File: src/verilog/dac_trim_pkg.sv
`default_nettype none
package dac_trim_pkg;

  // serial frame: one read/write flag, seven address bits, sixteen data bits
  localparam int SIF_HEADER_BITS = 8;
  localparam int SIF_FRAME_BITS = 24;
  localparam int WORD_BITS = 16;

  localparam logic [6:0] ADDR_TRIM_A = 7'h08;
  localparam logic [6:0] ADDR_TRIM_B = 7'h09;
  localparam logic [6:0] ADDR_GAIN_POWER = 7'h0a;
  localparam logic [6:0] ADDR_RSVD_B = 7'h0b;
  localparam logic [6:0] ADDR_CHECK0 = 7'h0c;
  localparam logic [6:0] ADDR_CHECK1 = 7'h0d;
  localparam logic [6:0] ADDR_CHECK2 = 7'h0e;
  localparam logic [6:0] ADDR_CHECK3 = 7'h0f;
  localparam logic [6:0] ADDR_CHECK4 = 7'h10;
  localparam int REG_COUNT = 9;

  localparam logic [15:0] RST_TRIM_A = 16'h4000;
  localparam logic [15:0] RST_TRIM_B = 16'h8000;
  localparam logic [15:0] RST_GAIN_POWER = 16'hf080;
  localparam logic [15:0] RST_RSVD_B = 16'h1111;
  localparam logic [15:0] RST_CHECK0 = 16'h3a7a;
  localparam logic [15:0] RST_CHECK1 = 16'h36b6;
  localparam logic [15:0] RST_CHECK2 = 16'h2aea;
  localparam logic [15:0] RST_CHECK3 = 16'h0545;
  localparam logic [15:0] RST_CHECK4 = 16'h1a1a;

  localparam logic [15:0] MASK_FULL = 16'hffff;
  localparam logic [15:0] MASK_CHECK = 16'h3fff;

  // indexed from ADDR_TRIM_A upward
  localparam logic [15:0] REG_RESET [REG_COUNT] = '{
    RST_TRIM_A, RST_TRIM_B, RST_GAIN_POWER, RST_RSVD_B,
    RST_CHECK0, RST_CHECK1, RST_CHECK2, RST_CHECK3, RST_CHECK4};
  localparam logic [15:0] REG_MASK [REG_COUNT] = '{
    MASK_FULL, MASK_FULL, MASK_FULL, MASK_FULL,
    MASK_CHECK, MASK_CHECK, MASK_CHECK, MASK_CHECK, MASK_CHECK};

  localparam int IDX_TRIM_A = 0;
  localparam int IDX_TRIM_B = 1;
  localparam int IDX_GAIN_POWER = 2;
  localparam int IDX_CHECK0 = 4;

  localparam int TRIM_BITS = 13;
  localparam int READ_START_LSB = 13;
  localparam int READ_START_BITS = 3;
  localparam int GAIN_LSB = 12;
  localparam int GAIN_BITS = 4;
  localparam int FUSE_SLEEP_BIT = 11;
  localparam int TSENSE_SLEEP_BIT = 8;
  localparam int CLKRECV_ENA_BIT = 7;
  localparam int SLEEP_A_BIT = 6;
  localparam int SLEEP_B_BIT = 5;

  localparam int SAMPLE_BITS = 14;
  localparam int CHECK_WORDS = 8;
  localparam int CHECK_REG_WORDS = 5;

  typedef enum logic [1:0] {
    CHK_IDLE = 2'b00,
    CHK_RUN = 2'b01
  } chk_state_t;

endpackage
`default_nettype wire

File: src/verilog/dac_trim_regs.sv
`timescale 1ns/100ps
`default_nettype none
module dac_trim_regs
  import dac_trim_pkg::*;
(
  input wire logic clock,
  input wire logic arst_n,
  input wire logic sif_sel_n,
  input wire logic sif_clk,
  input wire logic sif_din,
  output logic sif_dout,
  output logic sif_dout_oe,
  input wire logic sync_in,
  input wire logic iotest_ena,
  input wire logic [SAMPLE_BITS-1:0] data_in,
  input wire logic [SAMPLE_BITS-1:0] check_word5,
  input wire logic [SAMPLE_BITS-1:0] check_word6,
  input wire logic [SAMPLE_BITS-1:0] check_word7,
  input wire logic [SAMPLE_BITS-1:0] sample_a,
  input wire logic [SAMPLE_BITS-1:0] sample_b,
  output logic [SAMPLE_BITS-1:0] corrected_a,
  output logic [SAMPLE_BITS-1:0] corrected_b,
  output logic trim_sync,
  output logic [READ_START_BITS-1:0] fifo_read_ptr,
  output logic [GAIN_BITS-1:0] coarse_gain,
  output logic [GAIN_BITS:0] gain_steps,
  output logic fuse_sleep,
  output logic tsense_sleep,
  output logic clk_receiver_ena,
  output logic sleep_a,
  output logic sleep_b,
  output logic pattern_error,
  output logic pattern_busy
);

  logic [6:0] reg_addr;
  logic [15:0] wr_data;
  logic wr_stb;
  logic rd_stb;
  logic [15:0] rd_data;
  logic [15:0] cfg_q [REG_COUNT];

  sif_serial_port u_port (
    .clock(clock),
    .arst_n(arst_n),
    .sif_sel_n(sif_sel_n),
    .sif_clk(sif_clk),
    .sif_din(sif_din),
    .sif_dout(sif_dout),
    .sif_dout_oe(sif_dout_oe),
    .reg_addr(reg_addr),
    .wr_data(wr_data),
    .wr_stb(wr_stb),
    .rd_stb(rd_stb),
    .rd_data(rd_data)
  );

  // read data is an or-chain of the selected entries, so no index leaves the array
  logic [15:0] rd_terms [REG_COUNT + 1];
  assign rd_terms[0] = 16'h0000;

  // register array, one entry per word from the channel A offset upward
  for (genvar i = 0; i < REG_COUNT; i++) begin : g_reg
    wire sel = reg_addr == ADDR_TRIM_A + 7'(i);
    wire hit = wr_stb && sel;
    // unmapped addresses select no entry and read as zero
    assign rd_terms[i + 1] = rd_terms[i] | (sel ? cfg_q[i] : 16'h0000);
    always_ff @(posedge clock or negedge arst_n) begin
      if (!arst_n) begin
        cfg_q[i] <= REG_RESET[i];
      end else if (hit) begin
        cfg_q[i] <= wr_data & REG_MASK[i];
      end
    end
  end

  // reserved words are stored and read back as written, so a write-back of the
  // reset value keeps them at a known value
  // reserved fields read back, except check word bits 15:14, which read as zero
  assign rd_data = rd_terms[REG_COUNT];

  wire [15:0] trim_a_word = cfg_q[IDX_TRIM_A];
  wire [15:0] trim_b_word = cfg_q[IDX_TRIM_B];
  wire [15:0] power_word = cfg_q[IDX_GAIN_POWER];

  // sync input is synchronous to clock, so a one-flop edge detector suffices
  logic sync_last_q;
  wire sync_rise = sync_in & ~sync_last_q;

  wire auto_sync = wr_stb && reg_addr == ADDR_TRIM_B;

  always_ff @(posedge clock or negedge arst_n) begin
    if (!arst_n) begin
      sync_last_q <= 1'b0;
      trim_sync <= 1'b0;
    end else begin
      sync_last_q <= sync_in;
      trim_sync <= auto_sync;
    end
  end

  // both channels take the new offsets on the same edge
  wire [TRIM_BITS-1:0] trim_a = trim_a_word[TRIM_BITS-1:0];
  wire [TRIM_BITS-1:0] trim_b = trim_b_word[TRIM_BITS-1:0];

  dc_trim_channel #(
    .SAMPLE_W(SAMPLE_BITS),
    .TRIM_W(TRIM_BITS)
  ) u_trim_a (
    .clock(clock),
    .arst_n(arst_n),
    .sample_in(sample_a),
    .trim_value(trim_a),
    .sync_pulse(trim_sync),
    .sleep(sleep_a),
    .sample_out(corrected_a)
  );

  dc_trim_channel #(
    .SAMPLE_W(SAMPLE_BITS),
    .TRIM_W(TRIM_BITS)
  ) u_trim_b (
    .clock(clock),
    .arst_n(arst_n),
    .sample_in(sample_b),
    .trim_value(trim_b),
    .sync_pulse(trim_sync),
    .sleep(sleep_b),
    .sample_out(corrected_b)
  );

  wire [READ_START_BITS-1:0] read_start =
      trim_b_word[READ_START_LSB +: READ_START_BITS];

  always_ff @(posedge clock or negedge arst_n) begin
    if (!arst_n) begin
      fifo_read_ptr <= '0;
    end else if (sync_rise) begin
      fifo_read_ptr <= read_start;
    end else begin
      fifo_read_ptr <= fifo_read_ptr + 3'd1;
    end
  end

  // power controls and coarse gain come straight from register flops, gain steps are registered one cycle later
  // coarse gain field
  wire [GAIN_BITS-1:0] gain_code = power_word[GAIN_LSB +: GAIN_BITS];
  assign coarse_gain = gain_code;
  assign fuse_sleep = power_word[FUSE_SLEEP_BIT];
  assign tsense_sleep = power_word[TSENSE_SLEEP_BIT];
  assign clk_receiver_ena = power_word[CLKRECV_ENA_BIT];
  assign sleep_a = power_word[SLEEP_A_BIT];
  assign sleep_b = power_word[SLEEP_B_BIT];

  always_ff @(posedge clock or negedge arst_n) begin
    if (!arst_n) begin
      gain_steps <= 5'h10;
    end else begin
      gain_steps <= {1'b0, gain_code} + 5'd1;
    end
  end

  // check words: five from registers, three from the neighbouring register bank
  logic [SAMPLE_BITS-1:0] check_word [CHECK_WORDS];
  for (genvar w = 0; w < CHECK_REG_WORDS; w++) begin : g_check
    assign check_word[w] = cfg_q[IDX_CHECK0 + w][SAMPLE_BITS-1:0];
  end
  assign check_word[5] = check_word5;
  assign check_word[6] = check_word6;
  assign check_word[7] = check_word7;

  chk_state_t chk_state_q;
  chk_state_t chk_state_d;
  logic [2:0] chk_index_q;

  // word zero is expected in the same cycle as the sync rising edge
  // alignment to sync edge
  wire chk_start = iotest_ena && sync_rise;
  wire [2:0] chk_sel = chk_start ? 3'd0 : chk_index_q;
  wire chk_active = chk_start || (chk_state_q == CHK_RUN && iotest_ena);
  wire chk_mismatch = chk_active && data_in != check_word[chk_sel];

  always_comb begin
    chk_state_d = chk_state_q;
    case (chk_state_q)
      CHK_IDLE: begin
        if (chk_start) begin
          chk_state_d = CHK_RUN;
        end
      end
      CHK_RUN: begin
        if (!iotest_ena) begin
          chk_state_d = CHK_IDLE;
        end
      end
      default: begin
        chk_state_d = CHK_IDLE;
      end
    endcase
  end

  // a new test clears the error, but a mismatch on its first word still sets it
  always_ff @(posedge clock or negedge arst_n) begin
    if (!arst_n) begin
      chk_state_q <= CHK_IDLE;
      chk_index_q <= '0;
      pattern_error <= 1'b0;
    end else begin
      chk_state_q <= chk_state_d;
      chk_index_q <= chk_active ? chk_sel + 3'd1 : 3'd0;
      if (chk_mismatch) begin
        pattern_error <= 1'b1;
      end else if (chk_start) begin
        pattern_error <= 1'b0;
      end
    end
  end

  assign pattern_busy = chk_state_q == CHK_RUN;

endmodule // dac_trim_regs
`default_nettype wire

File: src/verilog/dc_trim_channel.sv
`timescale 1ns/100ps
`default_nettype none
module dc_trim_channel
  import dac_trim_pkg::*;
#(
  parameter int SAMPLE_W = SAMPLE_BITS,
  parameter int TRIM_W = TRIM_BITS
) (
  input wire logic clock,
  input wire logic arst_n,
  input wire logic [SAMPLE_W-1:0] sample_in,
  input wire logic [TRIM_W-1:0] trim_value,
  input wire logic sync_pulse,
  input wire logic sleep,
  output logic [SAMPLE_W-1:0] sample_out
);

  logic [TRIM_W-1:0] active_q;

  wire [SAMPLE_W:0] sample_ext = {sample_in[SAMPLE_W-1], sample_in};
  wire [SAMPLE_W:0] trim_ext = {{(SAMPLE_W + 1 - TRIM_W){active_q[TRIM_W-1]}}, active_q};
  wire [SAMPLE_W:0] sum = sample_ext + trim_ext;
  wire overflow = sum[SAMPLE_W] != sum[SAMPLE_W-1];
  // clip instead of wrapping, a wrapped code would be a full-scale glitch
  wire [SAMPLE_W-1:0] clipped = overflow ?
      {sum[SAMPLE_W], {(SAMPLE_W - 1){~sum[SAMPLE_W]}}} : sum[SAMPLE_W-1:0];

  always_ff @(posedge clock or negedge arst_n) begin
    if (!arst_n) begin
      active_q <= '0;
      sample_out <= '0;
    end else begin
      if (sync_pulse) begin
        active_q <= trim_value;
      end
      sample_out <= sleep ? '0 : clipped;
    end
  end

endmodule // dc_trim_channel
`default_nettype wire

File: src/verilog/sif_serial_port.sv
`timescale 1ns/100ps
`default_nettype none
module sif_serial_port
  import dac_trim_pkg::*;
(
  input wire logic clock,
  input wire logic arst_n,
  input wire logic sif_sel_n,
  input wire logic sif_clk,
  input wire logic sif_din,
  output logic sif_dout,
  output logic sif_dout_oe,
  output logic [6:0] reg_addr,
  output logic [15:0] wr_data,
  output logic wr_stb,
  output logic rd_stb,
  input wire logic [15:0] rd_data
);

  logic sclk_last_q;
  logic [4:0] count_q;
  logic [22:0] shift_q;
  logic reading_q;
  logic [15:0] out_q;

  wire sclk_rise = sif_clk & ~sclk_last_q;
  wire sclk_fall = ~sif_clk & sclk_last_q;
  wire [23:0] frame_now = {shift_q, sif_din};
  wire in_frame = count_q < 5'(SIF_FRAME_BITS);
  wire bit_taken = sclk_rise && in_frame;
  wire header_done = bit_taken && count_q == 5'(SIF_HEADER_BITS - 1);
  wire frame_done = bit_taken && count_q == 5'(SIF_FRAME_BITS - 1);

  // serial clock is sampled by the core clock, so each phase must span three core cycles
  always_ff @(posedge clock or negedge arst_n) begin
    if (!arst_n) begin
      sclk_last_q <= 1'b0;
      count_q <= '0;
      shift_q <= '0;
      reading_q <= 1'b0;
      out_q <= '0;
      sif_dout <= 1'b0;
      sif_dout_oe <= 1'b0;
      reg_addr <= '0;
      wr_data <= '0;
      wr_stb <= 1'b0;
      rd_stb <= 1'b0;
    end else begin
      sclk_last_q <= sif_clk;
      wr_stb <= frame_done && !reading_q && !sif_sel_n;
      rd_stb <= header_done && frame_now[7] && !sif_sel_n;
      if (sif_sel_n) begin
        count_q <= '0;
        reading_q <= 1'b0;
        sif_dout_oe <= 1'b0;
      end else begin
        if (bit_taken) begin
          shift_q <= frame_now[22:0];
          count_q <= count_q + 5'd1;
        end
        if (header_done) begin
          reg_addr <= frame_now[6:0];
          reading_q <= frame_now[7];
        end
        if (frame_done && !reading_q) begin
          wr_data <= frame_now[15:0];
        end
        if (rd_stb) begin
          out_q <= rd_data;
          sif_dout_oe <= 1'b1;
        end else if (sclk_fall && sif_dout_oe) begin
          sif_dout <= out_q[15];
          out_q <= {out_q[14:0], 1'b0};
        end
      end
    end
  end

endmodule // sif_serial_port
`default_nettype wire
File: config.mk
export PLATFORM = sky130hd
export DESIGN_NAME = dac_trim_regs
export DESIGN_NICKNAME = d
export VERILOG_FILES = /design/src/verilog/dac_trim_pkg.sv /design/src/verilog/dac_trim_regs.sv /design/src/verilog/dc_trim_channel.sv /design/src/verilog/sif_serial_port.sv
export SDC_FILE = /design/constraint.sdc
export NUM_CORES = 1
export LEC_CHECK = 0
export BUFFER_PORTS_ARGS = -buffer_cell sky130_fd_sc_hd__buf_2
export CORE_ASPECT_RATIO = 1.1
export CORE_MARGIN = 3
export CORE_UTILIZATION = 55
export CTS_CLUSTER_SIZE = 40
export DETAILED_ROUTE_END_ITERATION = 10
export MAX_ROUTING_LAYER = met4
export PLACE_DENSITY_LB_ADDON = 0.2
export SYNTH_ARGS = -nofsm -noshare
export SYNTH_HDL_FRONTEND = slang
export SYNTH_SLANG_ARGS = --single-unit
File: constraint.sdc
create_clock -name clock -period 3.62 [get_ports clock]
set_clock_uncertainty 0.05 [all_clocks]
set_input_delay 0 -clock clock [delete_from_list [all_inputs] [get_ports clock]]
set_output_delay 0 -clock clock [all_outputs]
set_load 0.02 [all_outputs]
Word-level counts from Yosys, hierarchy flattened
Index checks and enable logic that the tools add are counted.
- latch bits: 0
- register bits after elaboration: 269
- memories: 0
- input port bits: 91
- logic and storage cells: 142
- ROM bits: 0
- RAM bits: 0
- divide/modulo/power cells: 0
- add/sub/neg operators: 6
- equal/unequal tests: 17
- multiplexer cells: 32
- magnitude comparators: 2
- bitwise gates (word level): 19
- shifts and indexed selects: 0
- $mul: 0
- reduce and logical (&&, ||, !) cells: 35
- operators by type and width (operator ; number):
    14-bit two-way mux ; 11
    16-bit two-way mux ; 6
    16-bit by 14-bit OR with 16-bit output ; 5
    7-bit by 4-bit equality test with 1-bit output, second input constant ; 8
    16-bit OR ; 3
    14-bit binary-select mux with 3-bit select ; 1
    14-bit by 13-bit adder with 15-bit output ; 2
    1-bit logical AND ; 20
    14-bit inequality test ; 1
    5-bit two-way mux ; 2
    2-bit AND reduction ; 5
    2-bit nonzero test ; 5
    3-bit two-way mux ; 3
    7-bit by 5-bit equality test with 1-bit output, second input constant ; 1
    1-bit inverter ; 7
    3-bit by 1-bit adder with 3-bit output, second input constant ; 2
    1-bit two-way mux ; 6
    4-bit by 1-bit adder with 5-bit output, second input constant ; 1
    5-bit by 1-bit adder with 5-bit output, second input constant ; 1
    5-bit by 3-bit equality test with 1-bit output, second input constant ; 1
    5-bit equality test, second input constant ; 1
    5-bit < comparator, second input constant ; 1
    4-bit >= comparator, second input constant ; 1
    2-bit two-way mux ; 2
    other kinds (10) ; 15

Longest topological paths before layout
- depth in word-level cells: 11
- gate-level depth with buffers: 11
- mapped depth without buffers: 10

Cells and area by module
Synthesis repeated with hierarchy kept, for this count alone.
- cell total of the unflattened synthesis: 1140
- area, all modules: 13919.6 µm²
- by module, submodules not included (module ; cells an instance ; times used ; area an instance (µm²)):
    dac_trim_regs ; 644 ; 1 ; 7873.8
    dc_trim_channel ; 157 ; 2 ; 1622.8
    sif_serial_port ; 182 ; 1 ; 2800.2

Least setup slack after synthesis
Ideal clock, no wire load.
- path type: register to register
- start point: register u_trim_b.active_q[0]
- end point: register u_trim_b.sample_out[12]
- setup time: 0.136 ns
- path slack: 1.114 ns
- arrival: 2.320 ns
- cell stages (with the launch flop): 12
- path buffers: 1
- path through: dfrtp_1 ha_1 inv_1 fa_1 and2b_1 o31ai_4 a21oi_1 a221o_1 o31a_1 buf_6 o21ai_1 a21oi_1
- word-level cells in the longest chain between the ends: 4
- RTL lines (element ; line ; source):
    from (decl) ; dc_trim_channel.sv:18 ; logic [TRIM_W-1:0] active_q;
    from (signal assigned) ; dc_trim_channel.sv:34 ; active_q <= trim_value;
    14-bit by 13-bit adder with 15-bit output (*) ; dc_trim_channel.sv:22 ; wire [SAMPLE_W:0] sum = sample_ext + trim_ext;
    1-bit inequality test / 1-bit inverter (equally long branches) ; dc_trim_channel.sv:23, dc_trim_channel.sv:26 ;
    14-bit two-way mux (*) ; dc_trim_channel.sv:25 ; wire [SAMPLE_W-1:0] clipped = overflow ?
    14-bit two-way mux (*) ; dc_trim_channel.sv:36 ; sample_out <= sleep ? '0 : clipped;
    to (signal assigned) ; dc_trim_channel.sv:36 ;
    to (decl) ; dc_trim_channel.sv:15 ; output logic [SAMPLE_W-1:0] sample_out
Every way passes the cells marked *; elsewhere a longest branch is shown, timed or not.
A chain may end at the register's enable or synchronous reset.

Worst setup path in the final report
- start point: register sync_last_q
- end point: register pattern_error
- word-level cells in the longest chain between the ends: 11
- RTL lines (element ; line ; source):
    from (decl) ; dac_trim_regs.sv:87 ; logic sync_last_q;
    from (signal assigned) ; dac_trim_regs.sv:97 ; sync_last_q <= sync_in;
    1-bit inverter (*) ; dac_trim_regs.sv:88 ; wire sync_rise = sync_in & ~sync_last_q;
    1-bit bitwise AND (*) ; dac_trim_regs.sv:88 ;
    1-bit logical AND (*) ; dac_trim_regs.sv:178 ; wire chk_start = iotest_ena && sync_rise;
    3-bit two-way mux ; dac_trim_regs.sv:179 ; wire [2:0] chk_sel = chk_start ? 3'd0 : chk_index_q;
    3-bit inverter with 4-bit output (not written as such) ; dac_trim_regs.sv:181 ; wire chk_mismatch = chk_active && data_in != check_word[chk_sel];
    14-bit binary-select mux with 3-bit select ; dac_trim_regs.sv:181 ;
    14-bit two-way mux (not written as such) (2 in series) ; dac_trim_regs.sv:181 ;
    14-bit inequality test ; dac_trim_regs.sv:181 ;
    1-bit logical AND ; dac_trim_regs.sv:181 ;
    1-bit two-way mux / 2-bit nonzero test (equally long branches) ; n/a ;
    to (signal assigned) ; dac_trim_regs.sv:207 ; pattern_error <= 1'b0;
    to (signal assigned) ; dac_trim_regs.sv:212 ; pattern_error <= 1'b1;
    to (signal assigned) ; dac_trim_regs.sv:214 ; pattern_error <= 1'b0;
    to (decl) ; dac_trim_regs.sv:32 ; output logic pattern_error,
Every way passes the cells marked *; elsewhere a longest branch is shown, timed or not. The select of a mux whose other input is x is not followed.

==> impl_results.md <==
* Die H at 172 um
* Vias per inst at ~6.1
* Total power at 0.00673 W
* Fraction of layout cells with a size suffix above 1 at 0.340
* Placement Rows at 60
* Worst setup path class: flip-flop to flip-flop
* Drc violations at 0
* Slew Limit Headroom at 0.287
* DR vias at 10,300
* Logic gate share of total power at 0.077
* Register Area at approximately 6800 um^2
* Pleak at 7.66 nW
* Clock tree buffer depth at 3
* Post-route cell area at 15,900 um^2
* CTS H-tree lvls at 1
* Hold Startpoint: sample_b[6]
* Reg power frac at 0.470
* DIE AREA at 27,000 um^2
* Area growth from synthesis to layout at 15.4%
* Total negative slack at 0 ns
* Nets at 1,483
* Initial antenna violation count at 1
* CTS resizes at 0
* Number of CTS-inserted buffers at 28
* Setup crit start: sync_last_q
* Cells after Synth at 1,222
* Area of the mapped netlist at approximately 14,000 um^2
* Layout Utilization at 0.647
* RSZ-0062 raised after global routing: no
* GRT Util Overall at 0.280
* Arrival time at the worst endpoint at 3.62 ns
* Clock latency on the worst-skew pair at 0.54 ns
* Fillcell total at 1,930
* Distinct cells, synth at 76
* Worst hold path depth at 5
* Final setup viols at 0
* Mapped Nets at approximately 1,300
* Max_cap viols at 0
* Max Clk Rate at between 0.3 and 0.4 GHz
* Maximum fanout along the worst path at 27
* WL final at 36,800 um
* Ys async rst share at 1.00
* Hpwl dp at 25,900 um
* Pins Over Slew Limit at 0
* Sw frac at 0.233
* Routability-driven placement congestion ratio at 0.946
* CTS Sinks at between 200 and 300
* Worst Hold Class: primary input to flip-flop
* Total core area at 24,500 um^2
* Top-count cell post-synth: dfrtp_1
* Syn_area_per_cell at 11.3 um^2
* Wire length per cell at 21.8 um
* Dpl ws at 0.629 ns
* FF+latch count, synth at between 200 and 300
* Internal Power at 0.00516 W
* Largest net degree at the start of global routing at 97
* Initial DRC Count at 754
* Synth top area share at 0.398
* Synth area leaders: dfrtp_1 40%, mux2_2 15%, dfstp_2 9.4%, nand2_1 3.4%, ha_1 2.9%
* Starting density of the core at 0.560
* Max VDD drop at 0.280 mV
* Pwr dens at 424 nW/um^2
* Register area share after synthesis at 0.492
* Ports at 141
* CP required at 3.98 ns
* Reg2reg path depth at 8
* First-pass GRT wire length at 57,300 um
* Final Hold Viols at 0
* NetSw at 0.00157 W
* Root Buffer: clkbuf_16
* Worst-path clk slew at roughly 0.06 ns
* Post-synth top cells: 219 x dfrtp_1, 187 x mux2_2, 126 x nand2_1
* Min Tclk post-route at 3.26 ns
* PnR worst setup slack at 0.360 ns
* Critical Path Start Type: flip-flop
* DRT Pass-1 Iters at 7
* Area of the multi-input gates at between 6000 and 7000 um^2
* Post-route clock period utilization at 0.900
* DP Area at 14,600 um^2
* ANT nets after route at 0
* Status: completed
* I/O Buffers at 140
* EDFF count, synth at 0
* Clock network power share at 0.454
* Gr ovfl total at 0
* Number of global-route vias before repair at 10,300
* Crit. End Element: flip-flop
* Die width at 157 um
* Tightest Pin Transition at 1.07 ns
* YS warnings at 0
* Synth area leader: dfrtp_1
* Critical R2R Launch: sync_last_q
* CTS tree: done
* Dominant synthesized flop cell: dfrtp_1
-- sequential cells by signal, summed over array words and instances, names as in the netlist, 5 cells and up --
signal and cells:
gain_steps 5, u_trim_b.active_q 13, u_port.count_q 5, u_port.shift_q 15, u_trim_a.sample_out 14, u_trim_b.sample_out 14
u_port.reg_addr 7, u_trim_a.active_q 13, trim_a_word 16, power_word 16, u_port.wr_data 16, trim_b_word 16
cfg_q 86, u_port.out_q 16
-- path summary, 6_finish.rpt --
path	slack [ns]	endpoint
worst min-delay path	0.02	u_trim_b.sample_out[6]
max in group asynchronous	2.48	power_word[15]
worst min register to register	0.42	fifo_read_ptr[0]
worst max register to register	0.36	pattern_error
worst max-delay path	0.36	pattern_error
min in group asynchronous	0.04	u_trim_b.sample_out[6]
-- power by group through the flow --
stage | registers, W | logic, W | clock network (W)
after floorplan | 0.00324 | 0.000238 | 0
after global placement | 0.00321 | 0.000482 | 0
after detailed placement | 0.00321 | 0.000492 | 0
after CTS | 0.00316 | 0.000518 | 0.00310
after global routing | 0.00317 | 0.000571 | 0.00323
final | 0.00316 | 0.000516 | 0.00305
-- stage by stage --
step	instances	hold WS, ns
floorplan	1222	-0.346
global placement	1608	0.0315
detailed placement	1608	0.0381
CTS	1689	0.0115
global route	1690	0.0308
finish	1690	0.0202
-- critical path, stage by stage (launching register included) --
cell	delay, ns
dfrtp_1	0.36
nand3b_4	0.30
and2_1	0.71
a221oi_1	0.19
o32ai_1	0.45
xnor2_1	0.20
o2111a_1	0.21
dlygate4sd3_1	0.55
a41oi_1	0.11
-- routing by layer --
layer / vias to the layer above / track usage / share of wire
met5: - / - / 0
met4: 0 / 0.100 / 0.039
met3: 73 / 0.0538 / 0.063
met2: 338 / 0.459 / 0.49
met1: 5149 / 0.348 / 0.40
li1: 4728 / - / -
-- cell usage in the layout (no fill, tap or decap), types with 5 or more instances in the layout --
cell	instances
mux2_2	187
clkinv_2	5
clkbuf_8	5
a22oi_1	19
a31oi_1	7
dfstp_2	49
nand2_1	126
a21oi_1	69
buf_2	139
a221o_1	30
mux2_1	6
mux2i_1	12
xnor2_1	26
nand2b_1	6
nor3_1	16
clkbuf_16	29
and3_1	18
ha_1	32
inv_1	27
o21ai_0	43
nor2_1	50
o21a_1	5
o21ai_1	15
a221oi_1	11
o32ai_1	8
o211ai_1	5
nand4_1	7
a211oi_1	22
dlygate4sd3_1	30
and2_1	5
xor2_1	8
o221ai_1	6
a21o_1	7
dfrtp_1	218
buf_4	20
a22o_1	13
nor2b_1	17
-- final cells by class --
| class | instances | share of cell area |
|---|---|---|
| Antenna cell | 1 | 0.000158 |
| Clock buffer | 38 | 0.0510 |
| Clock inverter | 13 | 0.0111 |
| Inverter | 28 | 0.00662 |
| Multi-Input combinational cell | 840 | 0.405 |
| Sequential cell | 268 | 0.426 |
| Tap cell | 310 | 0.0244 |
| Timing Repair Buffer | 192 | 0.0756 |
-- logic make-up after synthesis --
| group | share of synthesized area |
|---|---|
| buf+inv | 0.0413 |
| compound gates | 0.148 |
| mux | 0.167 |
| fa+ha+maj | 0.0320 |
| xor+xnor | 0.0216 |
| simple gates | 0.0981 |
| flops | 0.492 |
-- what timing repair did --
action                                 4_1_cts  5_1_grt
hold buffers                                30        0
buffers inserted                             0        0
endpoints found under the hold margin      129        0
Power figures use the tool's default switching activity.
